### config.mk
export PLATFORM = sky130hd
export DESIGN_NAME = mux_irq_status
export DESIGN_NICKNAME = d
export VERILOG_FILES = /design/src/inc/mux_irq_pkg.sv /design/src/core/mux_irq_status.sv /design/src/core/pin_sync.sv
export SDC_FILE = /design/constraint.sdc
export NUM_CORES = 1
export LEC_CHECK = 0
export BUFFER_PORTS_ARGS = -buffer_cell sky130_fd_sc_hd__buf_2
export CAP_MARGIN = 20
export CORE_ASPECT_RATIO = 1.75
export CORE_UTILIZATION = 50
export DETAILED_ROUTE_END_ITERATION = 10
export PLACE_DENSITY = 0.75
export SLEW_MARGIN = 10
export SYNTH_ARGS = -nofsm -noshare
export SYNTH_HDL_FRONTEND = slang
export SYNTH_SLANG_ARGS = --single-unit
### constraint.sdc
create_clock -name I_CLK -period 1.53 [get_ports I_CLK]
set_input_delay 0.2295 -clock I_CLK [delete_from_list [all_inputs] [get_ports I_CLK]]
set_output_delay 0.2295 -clock I_CLK [all_outputs]
set_load 0.01 [all_outputs]
### src/inc/mux_irq_pkg.sv
// shared constants and carrier types of the mux interrupt status block
package mux_irq_pkg;
    localparam int CH_COUNT = 4;
    localparam int STRAP_W = 2;
    localparam int ADDR_W = 7;
    localparam int IRQ_LSB = 4;
    localparam int SEL_W = 4;
    localparam logic [7:0] CTRL_RESET = 8'h00;
    localparam logic [SEL_W-1:0] SEL_RESET = 4'h0;
    // upper slave address bits are not fixed by the pins; the value is arbitrary
    localparam logic [ADDR_W-STRAP_W-1:0] ADDR_BASE_DEF = 5'h0e;
    localparam int SYNC_STAGES = 2;

    // one access to the control byte, taken in a single cycle
    typedef struct packed {
        logic wr;
        logic rd;
        logic [7:0] wdata;
    } ctrl_req_t;

    typedef struct packed {
        logic valid;
        logic [7:0] rdata;
    } ctrl_rsp_t;

    typedef enum logic [1:0] {
        ST_CAPTURE = 2'b01,
        ST_RUN = 2'b10
    } phase_t;
endpackage

### src/core/mux_irq_status.sv
// control byte, interrupt status and address strap logic of the four-channel mux
`timescale 1ns/10ps
module mux_irq_status
    import mux_irq_pkg::*;
#(
    parameter logic [mux_irq_pkg::ADDR_W-mux_irq_pkg::STRAP_W-1:0] ADDR_BASE =
        mux_irq_pkg::ADDR_BASE_DEF
) (
    // clock, reset, enable
    input wire logic I_CLK,
    input wire logic I_RESET_N,
    input wire logic I_CE,
    // pins
    input wire logic [mux_irq_pkg::CH_COUNT-1:0] I_CHAN_IRQ_IN_N,
    input wire logic [mux_irq_pkg::STRAP_W-1:0] I_ADDR_STRAP,
    // control byte access
    input wire mux_irq_pkg::ctrl_req_t I_REQ,
    output mux_irq_pkg::ctrl_rsp_t O_RSP,
    // status
    output logic [mux_irq_pkg::SEL_W-1:0] O_CHAN_SEL,
    output logic [mux_irq_pkg::ADDR_W-1:0] O_SLAVE_ADDR,
    output logic O_IRQ_OUT,
    output logic O_IRQ_OE_N
);
    import mux_irq_pkg::*;

    // ************************************************************
    // state
    // ************************************************************
    typedef struct packed {
        phase_t phase;
        logic [1:0] settle;
        logic [SEL_W-1:0] sel;
        ctrl_rsp_t rsp;
        logic [STRAP_W-1:0] strap;
        logic irq_oe_n;
    } core_state_t;

    core_state_t st_q;
    core_state_t st_d;
    logic [CH_COUNT-1:0] irq_n_s;
    logic [STRAP_W-1:0] strap_s;

    // ************************************************************
    // parameter checks
    // ************************************************************
    // the byte layout and the two-bit settle counter only serve these constants
    if (IRQ_LSB != SEL_W || CH_COUNT + SEL_W != 8 || SYNC_STAGES > 3) begin
        $error("package constants do not fit the control byte");
    end

    // ************************************************************
    // pin synchronisers
    // ************************************************************
    pin_sync #(.WIDTH(CH_COUNT), .RESET_VAL('1)) u_irq_sync (
        .i_clk(I_CLK),
        .i_reset_n(I_RESET_N),
        .i_ce(I_CE),
        .i_async(I_CHAN_IRQ_IN_N),
        .o_sync(irq_n_s)
    );

    pin_sync #(.WIDTH(STRAP_W), .RESET_VAL('0)) u_strap_sync (
        .i_clk(I_CLK),
        .i_reset_n(I_RESET_N),
        .i_ce(I_CE),
        .i_async(I_ADDR_STRAP),
        .o_sync(strap_s)
    );

    // ************************************************************
    // next state
    // ************************************************************
    function automatic logic [7:0] ctrl_byte(input logic [CH_COUNT-1:0] irq_n,
                                             input logic [SEL_W-1:0] sel);
        ctrl_byte = {~irq_n, sel};
    endfunction

    always_comb begin
        st_d = st_q;
        if (I_CE) begin
            st_d.rsp.valid = 1'b0;
            // any low input pulls the shared line, selected or not
            st_d.irq_oe_n = &irq_n_s;
            case (st_q.phase)
                ST_CAPTURE: begin
                    // the strap synchroniser sits in reset too, so wait until both stages
                    // hold the pin level before taking it
                    if (st_q.settle == 2'(SYNC_STAGES)) begin
                        st_d.strap = strap_s;
                        st_d.phase = ST_RUN;
                    end else begin
                        st_d.settle = 2'(st_q.settle + 2'h1);
                    end
                end
                ST_RUN: begin
                    // only the low nibble is writable; the flags ignore writes
                    if (I_REQ.wr) begin
                        st_d.sel = I_REQ.wdata[SEL_W-1:0];
                    end
                    if (I_REQ.rd) begin
                        st_d.rsp.valid = 1'b1;
                        st_d.rsp.rdata = ctrl_byte(irq_n_s, st_q.sel);
                    end
                end
                default: begin
                    st_d.phase = ST_RUN;
                end
            endcase
        end
    end

    // power-on reset is the only path back to the defaults
    always_ff @(posedge I_CLK or negedge I_RESET_N) begin
        if (!I_RESET_N) begin
            st_q.phase <= ST_CAPTURE;
            st_q.settle <= '0;
            st_q.sel <= SEL_RESET;
            st_q.rsp <= {1'b0, CTRL_RESET};
            st_q.strap <= '0;
            st_q.irq_oe_n <= 1'b1;
        end else begin
            st_q <= st_d;
        end
    end

    // ************************************************************
    // outputs
    // ************************************************************
    assign O_RSP = st_q.rsp;
    assign O_CHAN_SEL = st_q.sel;
    assign O_SLAVE_ADDR = {ADDR_BASE, st_q.strap};
    assign O_IRQ_OUT = 1'b0;
    assign O_IRQ_OE_N = st_q.irq_oe_n;

    // ************************************************************
    // checks
    // ************************************************************
    ch0_status_a: assert property (
        @(posedge I_CLK) disable iff (!I_RESET_N)
        I_CE && st_q.phase == ST_RUN && I_REQ.rd |=>
            O_RSP.valid && O_RSP.rdata[IRQ_LSB] == !$past(irq_n_s[0]))
        else $error("channel 0 flag wrong");
    ch1_status_a: assert property (
        @(posedge I_CLK) disable iff (!I_RESET_N)
        I_CE && st_q.phase == ST_RUN && I_REQ.rd |=>
            O_RSP.rdata[IRQ_LSB+1] == !$past(irq_n_s[1]))
        else $error("channel 1 flag wrong");
    ch2_status_a: assert property (
        @(posedge I_CLK) disable iff (!I_RESET_N)
        I_CE && st_q.phase == ST_RUN && I_REQ.rd |=>
            O_RSP.rdata[IRQ_LSB+2] == !$past(irq_n_s[2]))
        else $error("channel 2 flag wrong");
    ch3_status_a: assert property (
        @(posedge I_CLK) disable iff (!I_RESET_N)
        I_CE && st_q.phase == ST_RUN && I_REQ.rd |=>
            O_RSP.rdata[IRQ_LSB+3] == !$past(irq_n_s[3]))
        else $error("channel 3 flag wrong");
    flag_nibble_a: assert property (
        @(posedge I_CLK) disable iff (!I_RESET_N)
        I_CE && st_q.phase == ST_RUN && I_REQ.rd && !I_REQ.wr |=>
            O_RSP.rdata == {~$past(irq_n_s), $past(st_q.sel)})
        else $error("control byte layout wrong");
    reset_default_a: assert property (
        @(posedge I_CLK) disable iff (!I_RESET_N)
        st_q.phase == ST_CAPTURE |-> st_q.sel == SEL_RESET && O_RSP.rdata == CTRL_RESET &&
            !O_RSP.valid && O_IRQ_OE_N)
        else $error("defaults not loaded");
    no_reentry_a: assert property (
        @(posedge I_CLK) disable iff (!I_RESET_N)
        st_q.phase == ST_RUN |=> st_q.phase == ST_RUN)
        else $error("defaults reached without reset");
    strap_addr_a: assert property (
        @(posedge I_CLK) disable iff (!I_RESET_N)
        I_CE && st_q.phase == ST_CAPTURE && st_q.settle == 2'(SYNC_STAGES) |=>
            O_SLAVE_ADDR[STRAP_W-1:0] == $past(strap_s) ##1 $stable(O_SLAVE_ADDR))
        else $error("strap not captured");
    irq_drive_a: assert property (
        @(posedge I_CLK) disable iff (!I_RESET_N)
        I_CE && (irq_n_s != '1) |=> !O_IRQ_OE_N && !O_IRQ_OUT)
        else $error("combined interrupt not driven");
    flags_ro_a: assert property (
        @(posedge I_CLK) disable iff (!I_RESET_N)
        I_CE && st_q.phase == ST_RUN && I_REQ.wr && !I_REQ.rd |=>
            $stable(O_RSP.rdata) && O_CHAN_SEL == $past(I_REQ.wdata[SEL_W-1:0]))
        else $error("write disturbed flags");
    irq_release_a: assert property (
        @(posedge I_CLK) disable iff (!I_RESET_N)
        I_CE && irq_n_s == '1 |=> O_IRQ_OE_N)
        else $error("combined interrupt held without cause");
    read_pulse_a: assert property (
        @(posedge I_CLK) disable iff (!I_RESET_N)
        I_CE && !(st_q.phase == ST_RUN && I_REQ.rd) |=> !O_RSP.valid)
        else $error("answer without read");
    sel_hold_a: assert property (
        @(posedge I_CLK) disable iff (!I_RESET_N)
        I_CE && !I_REQ.wr |=> $stable(O_CHAN_SEL))
        else $error("select changed without write");
    rdata_hold_a: assert property (
        @(posedge I_CLK) disable iff (!I_RESET_N)
        I_CE && !I_REQ.rd |=> $stable(O_RSP.rdata))
        else $error("read data changed without read");
    capture_wait_a: assert property (
        @(posedge I_CLK) disable iff (!I_RESET_N)
        I_CE && st_q.phase == ST_CAPTURE && st_q.settle != 2'(SYNC_STAGES) |=>
            st_q.phase == ST_CAPTURE && O_SLAVE_ADDR[STRAP_W-1:0] == '0)
        else $error("strap taken before synchroniser settled");
    addr_fixed_a: assert property (
        @(posedge I_CLK) disable iff (!I_RESET_N)
        st_q.phase == ST_RUN |=> $stable(O_SLAVE_ADDR))
        else $error("slave address moved after capture");
endmodule

### src/core/pin_sync.sv
// two-flop synchroniser for asynchronous level inputs
`timescale 1ns/10ps
module pin_sync #(
    parameter int WIDTH = 4,
    parameter logic [WIDTH-1:0] RESET_VAL = '1
) (
    // clock, reset and enable
    input wire logic i_clk,
    input wire logic i_reset_n,
    input wire logic i_ce,
    // levels
    input wire logic [WIDTH-1:0] i_async,
    output logic [WIDTH-1:0] o_sync
);
    typedef struct packed {
        logic [WIDTH-1:0] meta;
        logic [WIDTH-1:0] stable;
    } sync_state_t;

    sync_state_t st_q;
    sync_state_t st_d;

    if (WIDTH < 1) begin
        $error("pin_sync width must be at least one");
    end

    // meta is read only by the second stage
    always_comb begin
        st_d = st_q;
        if (i_ce) begin
            st_d.meta = i_async;
            st_d.stable = st_q.meta;
        end
    end

    always_ff @(posedge i_clk or negedge i_reset_n) begin
        if (!i_reset_n) begin
            st_q <= {RESET_VAL, RESET_VAL};
        end else begin
            st_q <= st_d;
        end
    end

    assign o_sync = st_q.stable;
endmodule

Word level (Yosys, flattened, before mapping)
Cells that the tools add are included.
{"block": "totals", "inputBits": 19, "regBits": 32, "latch_bits": 0, "ramBits": 0, "memories": 0, "output_inout_bits": 22, "romBits": 0}
{"block": "op_classes", "n_mul": 0, "shifts": 0, "n_eq_ne": 4, "bitwise": 3, "mux": 4, "div_mod_pow": 0, "addsub": 1, "n_reduce_logical": 6, "magnitude_cmp": 0}
{"operator": "$mux W9", "n": 2}
{"operator": "$reduce_and A3 Y1", "n": 5}
{"operator": "$eq A2 B2 Y1 const B", "n": 2}
{"operator": "$not A4 Y4", "n": 1}
{"operator": "$pmux W2 S2", "n": 1}
{"operator": "$reduce_and A4 Y1", "n": 1}
{"operator": "$add A2 B1 Y2 const B", "n": 1}
{"operator": "$eq A2 B1 Y1 const B", "n": 1}
{"operator": "$mux W2", "n": 1}
{"operator": "$ne A2 B2 Y1 const B", "n": 1}
{"operator": "$not A1 Y1", "n": 2}

Logic depth before layout (Yosys ltp)
{"block": "logic_depth", "word_depth": 3, "ltp_mapped": 4, "ltp_nobuf": 4}

Hierarchy
From an unflattened synthesis, not the netlist that was laid out.
{"block": "unflattened", "cells_unflattened": 112, "hier_area_um2": 1545.2}
{"module": "mux_irq_status", "seq_area_each_um2": 503.0, "instances": 1, "area_each_um2": 1013.5, "cells_per_inst": 81}
{"module": "pin_sync (u_irq_sync)", "seq_area_each_um2": 210.2, "instances": 1, "area_each_um2": 371.6, "cells_per_inst": 21}
{"module": "pin_sync (u_strap_sync)", "seq_area_each_um2": 100.1, "instances": 1, "area_each_um2": 160.2, "cells_per_inst": 10}

Least setup slack after synthesis
No wires, ideal clock.
{"block": "synth_path", "kind": "reg2reg", "from": "reg st_q[18] in the netlist's numbering", "to": "reg st_q, in the netlist O_RSP[0]", "path_buffers": 1, "setup_ns": 0.125, "required_ns": 1.405, "stages_incl_launch_ff": 4, "t_arrival_ns": 1.125, "period_less_slack_ns": 1.250, "slack_ns": 0.280, "cell_sequence": "dfstp_2 -> nand4b_1 -> buf_4 -> mux2_2"}
{"block": "synth_between", "elab_chain_cells": 2}
{"item": "start, declared", "line_no": "mux_irq_status.sv:39", "source": "core_state_t st_q;"}
{"item": "start signal, assigned", "line_no": "mux_irq_status.sv:123", "source": "st_q <= st_d;"}
{"item": "$eq A2 B2 Y1", "line_no": "mux_irq_status.sv:85", "source": "case (st_q.phase)"}
{"item": "$reduce_and A3 Y1 (no source line)"}
Every way passes these cells.
A chain may end at the register's enable or synchronous reset.

Worst setup path after layout
Ends and elaborated chain as after synthesis.

==> impl_metrics.toml <==
[power]
p_int_uw = 1530
p_comb_share_pct = 14.5
clkPwrFrac_pct = 33.4
power.total_uw = 1990
seq_power_share_pct = 52.1
power.density_nw_per_um2 = 1270
power.leakage_uw = 0.000770
p_sw_uw = 462
ir_drop_mv = 0.830
p_sw_share_pct = 23.2

[sta]
skew_ns = 0.00142
tns_ns = 0
min_period_over_period_pct = 89.6
rsz0062_at_grt = "no"
report.final.slew_viol_count = 0
setup_viol = 0
fin_crit_ns = 1.37
relSlewSlack_pct = 55.4
worstMarginPinSlew_ns = 0.670
holdWs_ns = -0.00934
max_clock_freq_ghz = 0.730
finalHoldViolations = 8

[global_routing]
grt_pass1_wl_mm = 3.23
antenna_found_initial = 0
first_global_vias = 749
grt.total_usage_pct = 14.6
grtUsageMet2_pct = 26.2
overflow = 0
grt_max_degree = 33
grtUsageMet1_pct = 13.9
grt_use_met3_pct = 5.45
grt.busiest_layer = "met2"

[synthesis]
yosysWarnings = 0
synth.most_common_cell = "buf_4"
yosys.area.top_type_share_pct = 38.4
synth-edff-count = 0
yosys-top-cells-count = "buf_4 (23), dfrtp_1 (22), mux2_2 (22)"
synth.avg_cell_area_um2 = 13.5
ys_async_sr_fraction_pct = 100
synth_cell_types = 17
yosysTopAreaCell = "dfrtp_1"
ys_ff_latch = 32
synth_cells = 106
synth_flop_cell = "dfrtp_1"
ys_seq_area_share_pct = 56.8
syn_area_um2 = 1430
ys_top_cells_by_area = "dfrtp_1 (38%), dfstp_2 (18%), mux2_2 (17%)"

[floorplan]
die_area_um2 = 3090
ios = 41
start_util_pct = 52.6
die_height_um = 72.8
die_w_um = 42.5
core_um2 = 2720
num_rows = 25

[worst_setup_path]
cp_data_required_time_ns = 1.69
worstSetupPathType = "flop to flop"
end_kind = "flop"
critPathArrivalTime_ns = 1.53
crit_path_start_kind = "flop"
crit_path_max_fanout = 7

[cts]
clk_latency_ns = 0.27
cts-hold-fix-buffers = 0
clock_path_buffers = 2
path_clk_slew_ns = 0.06
cts_max_level = 2
root_buffer = "clkbuf_8"
cts_tree = "yes"
clock_sinks = 32
numCtsBuffers = 5
cts_resized = 0
post-cts-setup-buffers = 0

[cells_and_area]
fin_cells = 153
drive_gt1_share_pct = 57.9
nets = 146
areaGrowthSynthToFinish_pct = 9.78
antenna_cells = 0
utilization_pct = 57.8

[route]
via_per_inst = 4.99
wire_per_inst_um = 12.7
vias = 763
drt_iter0_markers = 9
detail-route-antenna-nets = 0
drt-total-wl_mm = 1.94
first_pass_iters = 4
route.detailed.drc = 0

[place]
hpwl_mm = 1.46
dp_cells = 146
portBuffers = 30
place_congestion = 0.693

[status]
outcome = "finished with violations"
violations = "negative hold slack"

[run]
max_cap_viol_count = 0

[hold_path]
hp-class = "input port to async pin"
[state kept, by name (all words and copies together), names as in the netlist]
signal               count
O_RSP                    9
O_CHAN_SEL               4
st_q                     4
u_irq_sync.o_sync        4
u_irq_sync.st_q          4
O_SLAVE_ADDR             2
u_strap_sync.o_sync      2
u_strap_sync.st_q        2
O_IRQ_OE_N               1
[per-layer routing]
layer | share of wire, % | up-vias | wire length, µm
met5 | 0 | - | 0
met4 | 2.1 | 0 | 40
met3 | 6.0 | 4 | 116
met2 | 55 | 27 | 1060
met1 | 37 | 372 | 719
li1 | - | 360 | -
[critical path: stages (launching register included)]
cell      delay [ns]
dfstp_2         0.57
nand4b_1        0.31
mux2_2          0.38
[worst paths after layout]
kind                                 start          to  slack (ns)  cells past startpoint
min in group I_CLK                    I_CE  O_IRQ_OE_N        0.16                      2
max in group asynchronous        I_RESET_N    O_RSP[7]        1.10                      1
worst min-delay path             I_RESET_N    O_RSP[1]      -0.009                      1
worst max register to register    st_q[18]    O_RSP[0]        0.16                      2
worst max-delay path              st_q[18]    O_RSP[0]        0.16                      2
worst min register to register  O_IRQ_OE_N  O_IRQ_OE_N        0.47                      2
[power by group through the flow]
stage                     Combinational (µW)  Clock, µW  Sequential, µW
after global placement                   287          0            1050
final                                    290        665            1040
after floorplan                          284          0            1040
after detailed placement                 296          0            1060
after CTS                                296        689            1040
after global routing                     319        730            1050
[per-stage QoR]
stage / area [µm²] / worst slack [ns]
2_1_floorplan: 1450 / 0.280
3_3_place_gp: 1480 / 0.157
3_5_place_dp: 1480 / 0.143
4_1_cts: 1570 / 0.140
5_1_grt: 1570 / 0.0723
6_report: 1570 / 0.159
[cell type report]
cell class / instances / area, µm²
tap: 27 / 33.8
inverter: 8 / 30.0
fill: 240 / 1150
timing repair buffer: 33 / 173
sequential: 32 / 813
multi-input combinational: 46 / 427
clock buffer: 7 / 96.3
[kinds of logic (layout without fill, tap and decap cells)]
| group | count (synthesis) | after routing | share of synthesized area, % |
|---|---|---|---|
| AO/OA/AOI/OAI | 3 | 3 | 1.22 |
| XOR/XNOR | 1 | 1 | 0.611 |
| adder cells (fa/ha/maj) | 1 | 1 | 0.873 |
| buffers and inverters | 32 | 48 | 14.5 |
| flip-flops | 32 | 32 | 56.8 |
| multiplexers | 28 | 28 | 21.5 |
| other | 2 | 6 | 0.524 |
| AND/OR/NAND/NOR | 7 | 7 | 4.02 |
[cell usage in the layout, fill, tap and decap left out]
| cell | instances |
|---|---|
| and2_1 | 1 |
| nand2b_1 | 1 |
| ha_1 | 1 |
| xnor2_1 | 1 |
| conb_1 | 6 |
| buf_2 | 30 |
| dfstp_2 | 10 |
| nand4_1 | 1 |
| o21ai_0 | 2 |
| buf_4 | 3 |
| inv_1 | 8 |
| mux2i_1 | 6 |
| a21o_1 | 1 |
| nand4b_1 | 3 |
| dfrtp_1 | 22 |
| clkbuf_8 | 7 |
| and4bb_2 | 1 |
| mux2_2 | 22 |
No activity file was read; power rests on OpenSTA's default activity.
